[src/include/mac_host_params.svh]
// Constants for the host-side controller of the 100G MAC/PCS port.
// Functional notes
// Receive path forwards cut-through, no packet storage.
// Transmit path is one minimal-storage pipeline.
// Device drives per-cycle increment for each statistic.
// Transmit frame good only without any error.
// Receive frame good only without FCS/length/other errors.
// Received pause quanta reported on status outputs.
// Requested pause frames inserted into transmit stream.
// Optional RS-FEC in four-lane mode.
// Ten receive lane buses, 80 or 32 bits.
// Ten transmit lane buses, each own lane clock.
// Lanes 0-3 80 or 32 bits, others 32.
// Ten-lane mode uses low 32 bits of lanes 0-3.
// 80-bit word split into 16-bit and 64-bit groups.
// Lane data sampled on its recovered clock rise.
// Lane receive reset held while clock unstable.
// Transmit user clock at line rate over width.
// Receive user clock same frequency as transmit.
// Receive reset async high, at least 5 ns.
// Transmit reset async high, at least 5 ns.
// Device synchronises its resets internally.
// Stop transfers within four cycles of not-ready, resume within four.
// Increment outputs read zero without counted events.
`ifndef MAC_HOST_PARAMS_SVH
`define MAC_HOST_PARAMS_SVH

`define CLK_PERIOD_NS 5
`define RESET_MIN_NS 5
`define RESET_MIN_CYC ((`RESET_MIN_NS + `CLK_PERIOD_NS - 1) / `CLK_PERIOD_NS)
`define LINK_HALF_CYC 4
`define SETTLE_CYC 16
`define SETTLE_W 5
`define DIV_W 3
`define LANE_CNT 10
`define WIDE_LANES 4
`define NARROW_LANES 6
`define WORD_W 80
`define MAIN_W 64
`define UPPER_W 16
`define NARROW_W 32
`define SEG_W 128
`define MTY_W 4
`define INC_W 4
`define STAT_W 48

`endif

[src/include/mac_host_pkg.sv]
// Types shared by the host-side controller files.
package mac_host_pkg;

    typedef enum logic [1:0] {
        SEQ_HOLD,
        SEQ_SETTLE,
        SEQ_RUN
    } seq_state_t;

endpackage

[src/stat_accum.sv]
// Counter built from a per-cycle statistic increment.
`timescale 1ns/10ps
`default_nettype none
`include "mac_host_params.svh"

module stat_accum
    import mac_host_pkg::*;
(
    input wire logic clk,
    input wire logic rst_n,
    input wire logic add_en,
    input wire logic [`INC_W-1:0] inc,
    output logic [`STAT_W-1:0] total
);

    logic [`STAT_W-1:0] total_reg;
    logic [`STAT_W-1:0] total_next;

    // The increment is zero in idle cycles, and it is added only in cycles with add_en high.
    always_comb begin
        total_next = total_reg;
        if (add_en) begin
            total_next = total_reg + {{(`STAT_W-`INC_W){1'b0}}, inc};
        end
    end

    always_ff @(posedge clk or negedge rst_n) begin
        if (!rst_n) begin
            total_reg <= 48'h0;
        end else begin
            total_reg <= total_next;
        end
    end

    assign total = total_reg;

endmodule
`default_nettype wire

[src/mac_port_host.sv]
// Host-side controller: clocks, resets, lane words and flow-gated transmit feed.
`timescale 1ns/10ps
`default_nettype none
`include "mac_host_params.svh"

module mac_port_host
    import mac_host_pkg::*;
(
    input wire logic clk,
    input wire logic rst_n,
    input wire logic four_lane_mode,
    input wire logic [`LANE_CNT-1:0] lane_lock,
    input wire logic transmit_accept_flag,
    input wire logic [`INC_W-1:0] stat_rx_inc,
    input wire logic [`INC_W-1:0] stat_tx_inc,
    input wire logic src_valid,
    input wire logic [`SEG_W-1:0] src_data,
    input wire logic src_sop,
    input wire logic src_eop,
    input wire logic src_err,
    input wire logic [`MTY_W-1:0] src_mty,
    output logic src_ready,
    output logic user_tx_clock,
    output logic user_rx_clock,
    output logic tx_reset,
    output logic rx_reset,
    output logic [`LANE_CNT-1:0] lane_recovered_clock,
    output logic [`LANE_CNT-1:0] lane_receive_reset,
    output logic [`WIDE_LANES-1:0][`UPPER_W-1:0] lane_rx_word_upper_group,
    output logic [`WIDE_LANES-1:0][`MAIN_W-1:0] lane_rx_word_main_group,
    output logic [`NARROW_LANES-1:0][`NARROW_W-1:0] lane_rx_word_narrow_group,
    output logic tx_ena,
    output logic [`SEG_W-1:0] tx_data,
    output logic tx_sop,
    output logic tx_eop,
    output logic tx_err,
    output logic [`MTY_W-1:0] tx_mty,
    output logic [`STAT_W-1:0] rx_stat_total,
    output logic [`STAT_W-1:0] tx_stat_total
);

    // Builds one lane word from the pattern; ten-lane mode keeps data in the low bits only.
    function automatic logic [`WORD_W-1:0] lane_word(input logic [3:0] lane,
                                                     input logic [`MAIN_W-1:0] pat,
                                                     input logic wide);
        logic [`WORD_W-1:0] w;
        w = {pat[`UPPER_W-1:0] ^ {12'h000, lane}, pat ^ {60'h0, lane}};
        if (!wide) begin
            w = {48'h0, w[`NARROW_W-1:0]};
        end
        return w;
    endfunction

    // Clock divider: one toggle register feeds every link-facing clock.
    logic [`DIV_W-1:0] div_cnt_reg, div_cnt_next;
    logic link_clk_reg, link_clk_next;
    logic fall_tick;

    always_comb begin
        div_cnt_next = div_cnt_reg + 3'h1;
        link_clk_next = link_clk_reg;
        fall_tick = 1'b0;
        if (div_cnt_reg == 3'(`LINK_HALF_CYC - 1)) begin
            div_cnt_next = 3'h0;
            link_clk_next = ~link_clk_reg;
            fall_tick = link_clk_reg;
        end
    end

    always_ff @(posedge clk or negedge rst_n) begin
        if (!rst_n) begin
            div_cnt_reg <= 3'h0;
            link_clk_reg <= 1'b0;
        end else begin
            div_cnt_reg <= div_cnt_next;
            link_clk_reg <= link_clk_next;
        end
    end

    // Pin synchronisers; the first stage feeds only the second.
    logic [`LANE_CNT-1:0] lock_s1_reg, lock_s2_reg;
    logic acc_s1_reg, acc_s2_reg;
    logic [`INC_W-1:0] rxi_s1_reg, rxi_s2_reg, txi_s1_reg, txi_s2_reg;

    // The increments are launched by the clock this block makes, so after two stages
    // they are settled well before the mid-cycle sample point.
    always_ff @(posedge clk or negedge rst_n) begin
        if (!rst_n) begin
            lock_s1_reg <= 10'h000;
            lock_s2_reg <= 10'h000;
            acc_s1_reg <= 1'b0;
            acc_s2_reg <= 1'b0;
            rxi_s1_reg <= 4'h0;
            rxi_s2_reg <= 4'h0;
            txi_s1_reg <= 4'h0;
            txi_s2_reg <= 4'h0;
        end else begin
            lock_s1_reg <= lane_lock;
            lock_s2_reg <= lock_s1_reg;
            acc_s1_reg <= transmit_accept_flag;
            acc_s2_reg <= acc_s1_reg;
            rxi_s1_reg <= stat_rx_inc;
            rxi_s2_reg <= rxi_s1_reg;
            txi_s1_reg <= stat_tx_inc;
            txi_s2_reg <= txi_s1_reg;
        end
    end

    // Reset sequencer: resets stay high until the generated clocks have run a while.
    seq_state_t seq_reg, seq_next;
    logic [`SETTLE_W-1:0] settle_reg, settle_next;
    logic run;

    always_comb begin
        seq_next = seq_reg;
        settle_next = settle_reg;
        case (seq_reg)
            SEQ_HOLD: begin
                settle_next = '0;
                seq_next = SEQ_SETTLE;
            end
            SEQ_SETTLE: begin
                settle_next = settle_reg + 5'h01;
                if (settle_reg == 5'(`SETTLE_CYC + `RESET_MIN_CYC)) begin
                    seq_next = SEQ_RUN;
                end
            end
            SEQ_RUN: begin
                seq_next = SEQ_RUN;
            end
            default: begin
                seq_next = SEQ_HOLD;
            end
        endcase
    end

    always_ff @(posedge clk or negedge rst_n) begin
        if (!rst_n) begin
            seq_reg <= SEQ_HOLD;
            settle_reg <= 5'h00;
        end else begin
            seq_reg <= seq_next;
            settle_reg <= settle_next;
        end
    end

    assign run = (seq_reg == SEQ_RUN);

    // Reset outputs and clocks, all registered.
    logic rst_out_reg, rst_out_next;
    logic [`LANE_CNT-1:0] lane_rst_reg, lane_rst_next;

    always_comb begin
        rst_out_next = ~run;
        lane_rst_next = ~lock_s2_reg | {`LANE_CNT{~run}};
    end

    always_ff @(posedge clk or negedge rst_n) begin
        if (!rst_n) begin
            rst_out_reg <= 1'b1;
            lane_rst_reg <= 10'h3FF;
        end else begin
            rst_out_reg <= rst_out_next;
            lane_rst_reg <= lane_rst_next;
        end
    end

    assign tx_reset = rst_out_reg;
    assign rx_reset = rst_out_reg;
    assign user_tx_clock = link_clk_reg;
    assign user_rx_clock = link_clk_reg;
    assign lane_recovered_clock = {`LANE_CNT{link_clk_reg}};
    assign lane_receive_reset = lane_rst_reg;

    // Lane words change at the falling edge so they are stable at the rising edge.
    logic [`MAIN_W-1:0] pat_reg, pat_next;
    logic [`WIDE_LANES-1:0][`UPPER_W-1:0] up_reg, up_next;
    logic [`WIDE_LANES-1:0][`MAIN_W-1:0] main_reg, main_next;
    logic [`NARROW_LANES-1:0][`NARROW_W-1:0] nar_reg, nar_next;

    always_comb begin
        logic [`WORD_W-1:0] w;
        w = '0;
        pat_next = pat_reg;
        up_next = up_reg;
        main_next = main_reg;
        nar_next = nar_reg;
        if (fall_tick) begin
            pat_next = pat_reg + 64'h0000_0000_0000_0001;
            for (int i = 0; i < `WIDE_LANES; i++) begin
                w = lane_word(4'(i), pat_reg, four_lane_mode);
                up_next[i] = w[`WORD_W-1:`MAIN_W];
                main_next[i] = w[`MAIN_W-1:0];
            end
            for (int i = 0; i < `NARROW_LANES; i++) begin
                w = lane_word(4'(i + `WIDE_LANES), pat_reg, 1'b0);
                nar_next[i] = w[`NARROW_W-1:0];
            end
        end
    end

    always_ff @(posedge clk or negedge rst_n) begin
        if (!rst_n) begin
            pat_reg <= 64'h0;
            up_reg <= '0;
            main_reg <= '0;
            nar_reg <= '0;
        end else begin
            pat_reg <= pat_next;
            up_reg <= up_next;
            main_reg <= main_next;
            nar_reg <= nar_next;
        end
    end

    assign lane_rx_word_upper_group = up_reg;
    assign lane_rx_word_main_group = main_reg;
    assign lane_rx_word_narrow_group = nar_reg;

    // Transmit feed. The accept flag reaches src_ready three clocks after the pin moves,
    // which is well inside one user clock, so the stop and resume bounds hold easily.
    logic ready_reg, ready_next;
    logic ena_reg, ena_next;
    logic [`SEG_W-1:0] data_reg, data_next;
    logic sop_reg, sop_next, eop_reg, eop_next, err_reg, err_next;
    logic [`MTY_W-1:0] mty_reg, mty_next;
    logic take;

    always_comb begin
        ready_next = acc_s2_reg & run;
        take = fall_tick & src_valid & ready_reg;
        ena_next = ena_reg;
        data_next = data_reg;
        sop_next = sop_reg;
        eop_next = eop_reg;
        err_next = err_reg;
        mty_next = mty_reg;
        if (fall_tick) begin
            ena_next = take;
            if (take) begin
                data_next = src_data;
                sop_next = src_sop;
                eop_next = src_eop;
                err_next = src_err & src_eop;
                mty_next = src_eop ? src_mty : 4'h0;
            end
        end
    end

    always_ff @(posedge clk or negedge rst_n) begin
        if (!rst_n) begin
            ready_reg <= 1'b0;
            ena_reg <= 1'b0;
            data_reg <= 128'h0;
            sop_reg <= 1'b0;
            eop_reg <= 1'b0;
            err_reg <= 1'b0;
            mty_reg <= 4'h0;
        end else begin
            ready_reg <= ready_next;
            ena_reg <= ena_next;
            data_reg <= data_next;
            sop_reg <= sop_next;
            eop_reg <= eop_next;
            err_reg <= err_next;
            mty_reg <= mty_next;
        end
    end

    assign src_ready = ready_reg;
    assign tx_ena = ena_reg;
    assign tx_data = data_reg;
    assign tx_sop = sop_reg;
    assign tx_eop = eop_reg;
    assign tx_err = err_reg;
    assign tx_mty = mty_reg;

    // One sample per user cycle, taken mid-cycle from the synchronised increments.
    stat_accum rx_counter (
        .clk(clk),
        .rst_n(rst_n),
        .add_en(fall_tick & run),
        .inc(rxi_s2_reg),
        .total(rx_stat_total)
    );

    stat_accum tx_counter (
        .clk(clk),
        .rst_n(rst_n),
        .add_en(fall_tick & run),
        .inc(txi_s2_reg),
        .total(tx_stat_total)
    );

endmodule
`default_nettype wire

[config.mk]
export PLATFORM = sky130hd
export DESIGN_NAME = mac_port_host
export DESIGN_NICKNAME = d
export VERILOG_FILES = /design/src/include/mac_host_pkg.sv /design/src/stat_accum.sv /design/src/mac_port_host.sv
export VERILOG_INCLUDE_DIRS = /design/src /design/src/include
export SDC_FILE = /design/constraint.sdc
export NUM_CORES = 1
export LEC_CHECK = 0
export ABC_AREA = 1
export BUFFER_PORTS_ARGS = -buffer_cell sky130_fd_sc_hd__buf_2
export CORE_AREA = 8 8 358 360
export CTS_CLUSTER_DIAMETER = 40
export DETAILED_ROUTE_END_ITERATION = 10
export DIE_AREA = 0 0 366 368
export PLACE_DENSITY = 0.41
export SETUP_SLACK_MARGIN = 0.3
export SYNTH_ARGS = -nofsm -noshare
export SYNTH_HDL_FRONTEND = slang
export SYNTH_SLANG_ARGS = --single-unit
[constraint.sdc]
create_clock -name clk -period 2.46 [get_ports clk]
set_input_delay 0.246 -clock clk [delete_from_list [all_inputs] [get_ports clk]]
set_output_delay 0.246 -clock clk [all_outputs]
set_load 0.05 [all_outputs]
* Yosys cells after proc, flatten, opt, wreduce, memory -nomap -nowiden *
Index checks and enable logic that the tools add are counted.

word-level totals
  input bits = 158
  output and inout bits = 769
  flip-flop bits (word level) = 869
  word-level logic and storage cells = 79

operators by class
  bitwise gates (word level) = 18
  equal/unequal tests = 5
  reduce and logical (&&, ||, !) cells = 3
  $add $sub $neg = 5
  muxes and demuxes = 10

operators with widths
  kind                     count
  $mux W80                 4
  $add A48 B4 Y48          2
  $add A64 B1 Y64 const B  1
  $not A10 Y10             1
  $or A10 B10 Y10          1
  $pmux W5 S2              1
  $not A2 Y2               4
  $not A1 Y1               6
  $pmux W2 S3              1
  $add A5 B1 Y5 const B    1
  $and A1 B1 Y1            5
  $eq A5 B5 Y1 const B     1
  $mux W4                  1
  $add A3 B1 Y3 const B    1
  $eq A3 B2 Y1 const B     1
  $mux W3                  1
  $not A3 Y3               1
  $eq A2 B1 Y1 const B     1
  $eq A2 B2 Y1 const B     1
  $logic_not A2 Y1         1
  $mux W2                  1
  $ne A2 B2 Y1 const B     1
  $reduce_and A2 Y1        1
  $reduce_bool A2 Y1       1
  $mux W1                  1

* Depth between registers and ports, before layout *
Gate-level depths: netlist of run 1.

  depth in word-level cells = 5
  gate-level depth with buffers = 12
  gate-level depth less buffers = 12

* Hierarchy *
Synthesis of run 1 repeated with hierarchy kept, for this count alone.

second synthesis, totals
  cell total of the unflattened synthesis = 2725
  area, all modules = 22934.5 um2

by module, submodules not included
  module         area each (um2)  cells an instance  instances  sequential area each (um2)
  mac_port_host  17219.0          1973               1          8672.1
  stat_accum     2857.7           376                2          1201.2

* Worst setup path before layout of run 1 *
OpenSTA, ideal clock, no wires.

  path type = reg-to-reg
  start = register rx_counter.total_reg[0], in the netlist rx_counter.total[0]
  end = register rx_counter.total_reg[16], in the netlist rx_counter.total[16]
  arrival time = 1981 ps
  stages on the path, launching flop included = 11
  path slack = 336 ps
  required time = 2317 ps
  setup time = 143 ps
  clock period less this slack = 2124 ps
  buffers on the path = 0
  path through = dfrtp_1 ha_1 fa_1 nand2_1 nand3_1 nand2_1 inv_1 nand3_1 nor2_2 nand3_1 xnor2_1

between the ends
  word-level cells in the longest chain between the ends = 1

RTL lines
  element                 RTL line          RTL
  from (decl)             stat_accum.sv:16  logic [`STAT_W-1:0] total_reg;
  from (signal assigned)  stat_accum.sv:31  total_reg <= total_next;
  $add A48 B4 Y48         stat_accum.sv:23  total_next = total_reg + {{(`STAT_W-`INC_W){1'b0}}, inc};

No other way between the ends.
A chain may end at the register's enable or synchronous reset.

==> results of run 1 <==
## final cells by class
type / instances / area [sq um] / area share (%)
flip-flops and latches: 442 / 11100 / 34.9
clock inverters: 73 / 888 / 2.80
repair buffers: 1133 / 6720 / 21.2
clock buffers: 107 / 2480 / 7.82
diodes: 2 / 5.00 / 0.0158
well taps: 1637 / 2050 / 6.45
inverters: 164 / 619 / 1.95
multi-input cells: 1723 / 7900 / 24.9
## routing by layer
layer | part of all wire [%] | routed length (um)
met1 | 37 | 35700
met2 | 51 | 49100
met3 | 9.1 | 8740
met4 | 2.9 | 2810
met5 | 0 | 0
## path summary, 6_finish.rpt
check / slack (ps) / from / to
max in group asynchronous: 1410 / rst_n / pat_reg[52]
setup reg to reg: 420 / rx_counter.total[0] / rx_counter.total[18]
hold / removal: 90 / rst_n / rx_counter.total[10]
hold reg to reg: 340 / lock_s1_reg[9] / lock_s2_reg[9]
setup / recovery: 400 / lane_rx_word_main_group[26] / lane_rx_word_narrow_group[58]
min in group clk: 160 / src_valid / tx_data[83]
## timing repair
| action | 4_1_cts | 5_1_grt |
|---|---|---|
| pin swaps | 0 | 5 |
| setup buffers | 0 | 8 |
| hold endpoints to repair | 548 | 0 |
| hold buffers | 158 | 0 |
| setup endpoints to repair | 22 | 72 |
| gates resized for setup | 3 | 14 |
## power breakdown
group | switching (mW) | leakage, nW | total (mW) | internal (mW)
logic | 2.18 | 9.58 | 2.99 | 0.805
clock network | 4.93 | 1.61 | 13.3 | 8.35
registers | 0.298 | 5.79 | 7.94 | 7.64
total | 7.41 | 17.0 | 24.2 | 16.8
## cells in the mapped netlist (5+ instances only)
master and instances:
nand2_1 1065, buf_4 440, dfrtp_1 431, nor2_1 240
inv_1 161, o21ai_0 74, nand3_1 73, xor2_1 66
nand4_1 43, clkbuf_1 35, xnor2_1 35, o31ai_1 24
buf_2 21, nor3_1 21, ha_1 15, nand3b_1 15
nor2_2 13, dfstp_2 11, nand3_2 6, nor2_4 5
## metrics by stage
stage / hold slack [ps] / power [mW] / area (sq um)
CTS: 13.2 / 24.7 / 31600
global placement: 210 / 10.9 / 26700
finish: 94.9 / 24.2 / 31700
floorplan: -49.6 / 9.75 / 23100
global route: 68.0 / 25.3 / 31700
detailed placement: 210 / 10.9 / 26700
## cell families (layout without fill, tap and decap cells)
kind of cell | count (synthesis) | in the layout | synth area share (%)
adders and majority gates | 17 | 17 | 0.986
and+or+nand+nor | 1499 | 1499 | 26.5
AOI/OAI and AO/OA | 106 | 106 | 2.60
buffers and inverters | 665 | 1477 | 18.1
DFF | 442 | 442 | 48.0
other | 0 | 2 | 0
xor gates and xnor gates | 101 | 101 | 3.83
==> out/qor.csv, run 1 <==
metric,value,unit
Peak Freq,0.486,GHz
met2 Track Usage GR,24.9,%
"antenna viol nets, final",0,
cell taking the most area after synthesis,dfrtp_1,
Area Growth Syn to Fin,37.5,%
RSZ-0062 raised after global routing,yes,
Critical Path Sink Type,primary output,
Final Non-Filler Cells,5281,
first-pass GRT wire length,142000,um
most frequent cells in the layout,"1063 x nand2_1, 925 x buf_2, 429 x dfrtp_1, 237 x nor2_1, 160 x inv_1",
crit-path max FO,11,
WP data arrival,1810,ps
post-route minimum period,2060,ps
Levels on crit path,1,
initial DRC count,978,
Initial Util,18.8,%
I/O Pins,927,
gr usage total,13.7,%
yosys warns,0,
CP Buf/Inv Count,1,
largest net degree at the start of global routing,122,
asr flop ratio synth,100,%
core box area,123000,sq um
"CTS clk-pin slew, worst paths",60,ps
layout net count,3734,
Final Setup Violations,0,
"top cells by area, synth","dfrtp_1 47%, nand2_1 17%, buf_4 14%",
Critical Path Max Stage Delay,760,ps
Cell variety after synth,39,
Clock Latency Late Sink,710,ps
Worst EP required,2210,ps
Worst Tran Pin Value,659,ps
antenna violations before repair,4,
CTS tree,done,
final period utilization,83.7,%
"CP delay by family, top",flip-flops,
final core occ,25.9,%
"commonest non-fill, non-tap cell in the layout",nand2_1,
GRT Max-Usage Layer,met2,
ys flop type,dfrtp_1,
R2R cell count,9,
MaxCap Viol Count,0,
Clock Skew,79.7,ps
Slew HR,56.1,%
fin. max-slew vios,0,
DRC viols,0,
drt wl/cell,18.3,um
met3 usage,5.46,%
fraction of layout cells with a size suffix above 1,33.3,%
placed cells,4933,
Root Buffer,clkbuf_16,
Max Root-Sink Buffers,3,
"Net Count, Synth",3005,
H-tree depth,3,
Detailed Route WL,96400,um
Die Ht,368,um
mapped cell area,23100,sq um
CP startpoint kind,register,
Worst Hold Class,in2async,
global routing usage on met1,14.3,%
Cells after Synth,2830,
fraction of the yosys area taken by sequential cells,48.0,%
post-DP HPWL,75900,um
dpl ws,178,ps
DR vias,20300,
final hold vios,0,
chip width,366,um
leakage power,17.0,nW
worst IR drop on VDD,0.686,mV
syn_area_per_cell,8.16,sq um
run status,finished clean,
max FFs per register,128,
"Slowest-stage cell, CP",dfrtp_1,
setup TNS,0,ps
final RePlAce weighted congestion,0.797,
worst setup margin,401,ps
Filler Cell Count,13400,
share of the synthesized area in the top cell type,46.7,%
Detailed Routing Iterations Pass 1,5,
total global routing overflow,0,
post-synthesis register bit count,442,
critical path type,reg2out,
# rows,129,
number of global-route vias before repair,21300,
power per cell area,763,nW/um^2
Vias/cell,3.84,
ordered cell list for the critical path,buf_2,
# clock sinks,442,
Post-synth EDFFs,0,
Die ar.,135000,sq um
Port Buffers,926,
TritonCTS buffer count,95,
Power figures use the tool's default switching activity.
==> run 2, diff against run 1 <==
==> constraint.sdc (replaced) <==
create_clock -name clk -period 2.1 [get_ports clk]
set_input_delay 0.21 -clock clk [delete_from_list [all_inputs] [get_ports clk]]
set_output_delay 0.21 -clock clk [all_outputs]
set_load 0.05 [all_outputs]
==> out/qor.csv, run 2 (synthesis gave the netlist of run 1 again) <==
metric,value,unit,change
Die ar.,135000,sq um,unchanged
total global routing overflow,0,,unchanged
final RePlAce weighted congestion,0.852,,+7.0%
reg2reg start,rx_counter.total[0],,
Slew HR,53.1,%,-2.9 points
WL met2,49600,um,+0.92%
worst setup margin,232,ps,-169 ps
chip width,366,um,unchanged
Switching Share,29.0,%,-1.7 points
met1 WL,38100,um,+6.7%
RSZ-0062 raised after global routing,yes,,
final hold vios,0,,unchanged
run status,finished clean,,
Worst EP required,2640,ps,+430 ps
Area Growth Syn to Fin,48.7,%,
Max Root-Sink Buffers,3,,unchanged
worst IR drop on VDD,0.522,mV,-24%
Vias/cell,3.86,,+0.44%
power per cell area,857,nW/um^2,+12%
Clock Skew,34.3,ps,-45.4 ps
Final Power,29.4,mW,+22%
sequential share of power,31.7,%,-1.1 points
dpl ws,-289,ps,-467 ps
fin. max-slew vios,0,,unchanged
drt wl/cell,18.0,um,-1.2%
"antenna viol nets, final",0,,unchanged
MaxCap Viol Count,0,,unchanged
DR vias,20800,,+2.5%
initial DRC count,937,,-4.2%
final period utilization,89.0,%,
R2R Setup Slk,230,ps,-190 ps
Port Buffers,926,,unchanged
crit-path max FO,6,,-5
Root Buffer,clkbuf_16,,
WL met3,6880,um,-21%
Peak Freq,0.535,GHz,
first-pass GRT wire length,142000,um,-0.37%
Final Setup Violations,0,,unchanged
leakage power,17.8,nW,+4.6%
r2r endpoint,rx_counter.total[34],,
Filler Cell Count,13100,,-2.1%
antenna violations before repair,1,,-3
NetSw,8.52,mW,+15%
fraction of layout cells with a size suffix above 1,40.0,%,+6.7 points
# clock sinks,442,,unchanged
post-DP HPWL,72500,um,-4.6%
CTS tree,done,,
core box area,123000,sq um,unchanged
H-tree depth,3,,unchanged
cell-internal power,20.9,mW,+24%
max layer used,met4,,
R2R cell count,12,,+3
Clock Latency Late Sink,670,ps,-40 ps
largest net degree at the start of global routing,142,,+16%
Die Ht,368,um,unchanged
critical path type,reg2reg,,
layout net count,3845,,+3.0%
Critical Path Sink Type,register,,
CP startpoint kind,register,,
Initial Util,18.8,%,unchanged
# rows,129,,unchanged
"CTS clk-pin slew, worst paths",50,ps,about the same
DRC viols,0,,unchanged
Detailed Route WL,97200,um,+0.88%
most frequent cells in the layout,"1038 x nand2_1, 793 x buf_2, 362 x dfrtp_1, 227 x buf_4, 192 x nor2_1",,
number of global-route vias before repair,21600,,+1.5%
final core occ,28.0,%,+2.1 points
Worst Hold Class,in2async,,
Detailed Routing Iterations Pass 1,5,,unchanged
Worst Tran Pin Value,703,ps,+43.8 ps
Comb pwr share,13.6,%,+1.3 points
max FFs per register,128,,unchanged
post-route minimum period,1870,ps,
WP data arrival,2410,ps,+600 ps
gr usage total,13.6,%,-0.15 points
Clk pwr share,54.8,%,about the same
TritonCTS buffer count,97,,+2.1%
"commonest non-fill, non-tap cell in the layout",nand2_1,,
I/O Pins,927,,unchanged
## run 2: routing by layer
layer	up-vias	GRT usage, %
met4	0	4.66
met1	9853	15.2
li1	10100	-
met5	-	0
met3	127	4.14
met2	753	24.3
## run 2: layout make-up
type | instances | area, sq um | share of cell area [%]
Antenna cell | 1 | 2.50 | 0.00729
Clock buffer | 119 | 2660 | 7.76
Clock inverter | 63 | 807 | 2.35
Inverter | 164 | 633 | 1.84
Multi-Input combinational cell | 1723 | 8670 | 25.3
Sequential cell | 442 | 11200 | 32.5
Tap cell | 1637 | 2050 | 5.97
Timing Repair Buffer | 1242 | 8340 | 24.3
## run 2: worst max path at each step
| stage | startpoint | end | cells after the start |
|---|---|---|---|
| 2_1_floorplan | rx_counter.total[0] | rx_counter.total[12] | 9 |
| 3_3_place_gp | div_cnt_reg[0] | pat_reg[41] | 8 |
| 3_5_place_dp | div_cnt_reg[0] | pat_reg[41] | 8 |
| 4_1_cts | div_cnt_reg[0] | pat_reg[41] | 9 |
| 5_1_grt | tx_counter.total[3] | tx_counter.total[41] | 10 |
| 6_report | rx_counter.total[0] | rx_counter.total[34] | 12 |
## run 2: critical path, cell delays in order (launching register included)
cell,delay [ps]
dfrtp_2,410
ha_4,170
fa_2,360
nand2_2,100
nand3_4,130
nand2_8,140
inv_8,50
nand3_4,100
nor2_4,60
nand3_1,70
nand2_1,50
nand2_1,60
inv_1,30
## run 2: power by group through the flow
stage | registers, mW | clock network, mW | logic (mW)
final | 9.31 | 16.1 | 3.99
after global routing | 9.36 | 17.0 | 4.28
after CTS | 9.32 | 16.6 | 3.72
after detailed placement | 9.44 | 0 | 3.36
after global placement | 9.46 | 0 | 3.36
after floorplan | 10.7 | 0 | 0.842
## run 2: repair_timing
action / CTS / global route
gates cloned: 1 / 6
hold buffers: 161 / 0
hold endpoints to repair: 209 / 0
resized for setup: 293 / 149
endpoints found under the setup margin: 615 / 269
pin swaps: 30 / 59
setup buffers: 34 / 37
## run 2: through the flow
stage | setup TNS [ps] | cell area, sq um | instances | hold slack (ps)
final | 0 | 34300 | 5391 | 163
after global routing | 0 | 34300 | 5390 | 136
after CTS | 0 | 33400 | 5347 | 94.0
after detailed placement | -642 | 27100 | 4969 | 274
after global placement | -569 | 27100 | 4969 | 280
after floorplan | 0 | 23200 | 2830 | -85.6
==> run 3, diff against run 2 <==
--- a/config.mk
+++ b/config.mk
@@ -13,7 +13,7 @@
 export DETAILED_ROUTE_END_ITERATION = 10
 export DIE_AREA = 0 0 366 368
 export PLACE_DENSITY = 0.41
-export SETUP_SLACK_MARGIN = 0.3
+export SETUP_SLACK_MARGIN = 0.4
 export SYNTH_ARGS = -nofsm -noshare
 export SYNTH_HDL_FRONTEND = slang
 export SYNTH_SLANG_ARGS = --single-unit
==> out/qor.csv, run 3 (synthesis gave the netlist of run 1 again) <==
metric,value,unit,change
run status,finished clean,,
I/O Pins,927,,unchanged
R2R Setup Slk,220,ps,about the same
post-DP HPWL,73900,um,+1.9%
# clock sinks,442,,unchanged
Die ar.,135000,sq um,unchanged
dpl ws,-51.8,ps,+237 ps
H-tree depth,3,,unchanged
Critical Path Max Stage Delay,400,ps,about the same
power per cell area,771,nW/um^2,-10%
leakage power,19.2,nW,+8.1%
Critical Path Sink Type,register,,
CP startpoint,div_cnt_reg[0],,
Final Setup Violations,0,,unchanged
chip width,366,um,unchanged
Detailed Route WL,104000,um,+6.9%
number of global-route vias before repair,22300,,+3.4%
CP Buf/Inv Count,7,,+5
"antenna viol nets, final",0,,unchanged
most frequent cells in the layout,"848 x nand2_1, 561 x buf_2, 312 x dfrtp_1, 293 x buf_4, 168 x nor2_1",,
"Slowest-stage cell, CP",dfrtp_1,,
ordered cell list for the critical path,ha_4 > nand3_4 > buf_6 > clkinv_8 > nand3_4 > buf_12 > clkinv_16 > buf_16 > buf_16 > clkbuf_16 > nand2_1 > nand2_1,,
total global routing overflow,0,,unchanged
final core occ,31.3,%,+3.3 points
antenna violations before repair,1,,unchanged
placed cell area,27400,sq um,+0.88%
final hold vios,0,,unchanged
post-route minimum period,1880,ps,+9.78 ps
Vias/cell,3.92,,+1.7%
Root Buffer,clkbuf_16,,
Die Ht,368,um,unchanged
first-pass GRT wire length,146000,um,+3.4%
fin. max-slew vios,0,,unchanged
r2r endpoint,tx_data[14],,
design area,38400,sq um,+12%
cell-internal power,20.8,mW,-0.39%
final RePlAce weighted congestion,0.851,,-0.13%
TritonCTS buffer count,92,,-5.2%
Max Root-Sink Buffers,3,,unchanged
sequential share of power,31.6,%,about the same
Levels on crit path,12,,unchanged
Final Non-Filler Cells,5519,,+2.4%
max layer used,met4,,
Peak Freq,0.533,GHz,-0.52%
# rows,129,,unchanged
drt wl/cell,18.8,um,+4.4%
Detailed Routing Iterations Pass 1,5,,unchanged
Worst EP required,2660,ps,+20 ps
final period utilization,89.4,%,+0.47 points
DRC viols,0,,unchanged
MaxCap Viol Count,0,,unchanged
NetSw,8.77,mW,+2.9%
Worst Hold Class,in2async,,
Slew HR,63.8,%,+11 points
Initial Util,18.8,%,unchanged
Worst Tran Pin Value,539,ps,-164 ps
CP startpoint kind,register,,
R2R cell count,12,,unchanged
fraction of layout cells with a size suffix above 1,49.3,%,+9.3 points
DR vias,21600,,+4.1%
Clock Latency Late Sink,670,ps,about the same
met1 WL,42200,um,+11%
worst setup margin,222,ps,-9.78 ps
Port Buffers,926,,unchanged
worst IR drop on VDD,0.560,mV,+7.2%
Comb pwr share,15.7,%,+2.1 points
WP data arrival,2440,ps,+30 ps
Clk pwr share,52.7,%,-2.1 points
"CP delay by family, top",buffers and inverters,,
layout net count,3976,,+3.4%
Switching Share,29.6,%,+0.67 points
RSZ-0062 raised after global routing,yes,,
gr usage total,14.1,%,+0.51 points
Area Growth Syn to Fin,66.2,%,
hold_ws,83.4,ps,-79.9 ps
CTS tree,done,,
Clock Skew,33.8,ps,-0.505 ps
"CTS clk-pin slew, worst paths",50,ps,about the same
crit-path max FO,6,,unchanged
core box area,123000,sq um,unchanged
initial DRC count,974,,+3.9%
reg2reg start,div_cnt_reg[0],,
max FFs per register,128,,unchanged
placed cells,4972,,+0.060%
WL met2,50900,um,+2.7%
WL met3,6660,um,-3.2%
"commonest non-fill, non-tap cell in the layout",nand2_1,,
critical path type,reg2reg,,
largest net degree at the start of global routing,70,,-51%
[run 3: layer usage]
| metal | global-route usage (%) | vias to the layer above |
|---|---|---|
| met5 | 0 | - |
| met2 | 23.9 | 776 |
| met3 | 4.18 | 186 |
| li1 | - | 10300 |
| met1 | 16.6 | 10300 |
| met4 | 5.99 | 0 |
[run 3: timing repair]
action | CTS | global route
buffers inserted | 93 | 84
pin swaps | 47 | 142
gates cloned | 9 | 25
endpoints found under the hold margin | 476 | 0
endpoints found under the setup margin | 757 | 615
resized for setup | 464 | 788
hold buffers | 161 | 0
[run 3: worst max path at each step]
stage                     slack, ps              endpoint
after floorplan                 280  rx_counter.total[12]
after global placement         -100           pat_reg[41]
after detailed placement        -50           pat_reg[41]
after CTS                       230  rx_counter.total[16]
after global routing            120  tx_counter.total[20]
final                           220           tx_data[14]
[run 3: cell type report]
type | count | area, sq um
Fill cell | 12800 | 84300
Timing Repair Buffer | 1378 | 11400
Sequential cell | 442 | 11200
Multi-Input combinational cell | 1723 | 9710
Clock buffer | 113 | 2520
Tap cell | 1637 | 2050
Clock inverter | 60 | 797
Inverter | 164 | 662
Antenna cell | 2 | 5.00
[run 3: power by group through the flow]
| stage | combinational [mW] | clock [mW] | sequential [mW] |
|---|---|---|---|
| after floorplan | 0.940 | 0 | 10.7 |
| after global placement | 3.45 | 0 | 9.44 |
| after detailed placement | 3.45 | 0 | 9.44 |
| after CTS | 4.08 | 16.0 | 9.30 |
| after global routing | 4.96 | 16.4 | 9.40 |
| final | 4.65 | 15.6 | 9.35 |
[run 3: worst register-to-register path: cells and delay by family, from the launching register on]
kind | cells | cell delay, ps
flip-flops | 1 | 400
adder cells (fa/ha/maj) | 1 | 190
buffers and inverters | 7 | 910
AND/OR/NAND/NOR | 4 | 300
[run 3: metrics by stage]
stage | setup TNS, ps | total power, mW
floorplan | 0 | 11.6
global placement | -195 | 12.9
detailed placement | -82.7 | 12.9
CTS | 0 | 29.4
global route | 0 | 30.8
finish | 0 | 29.6
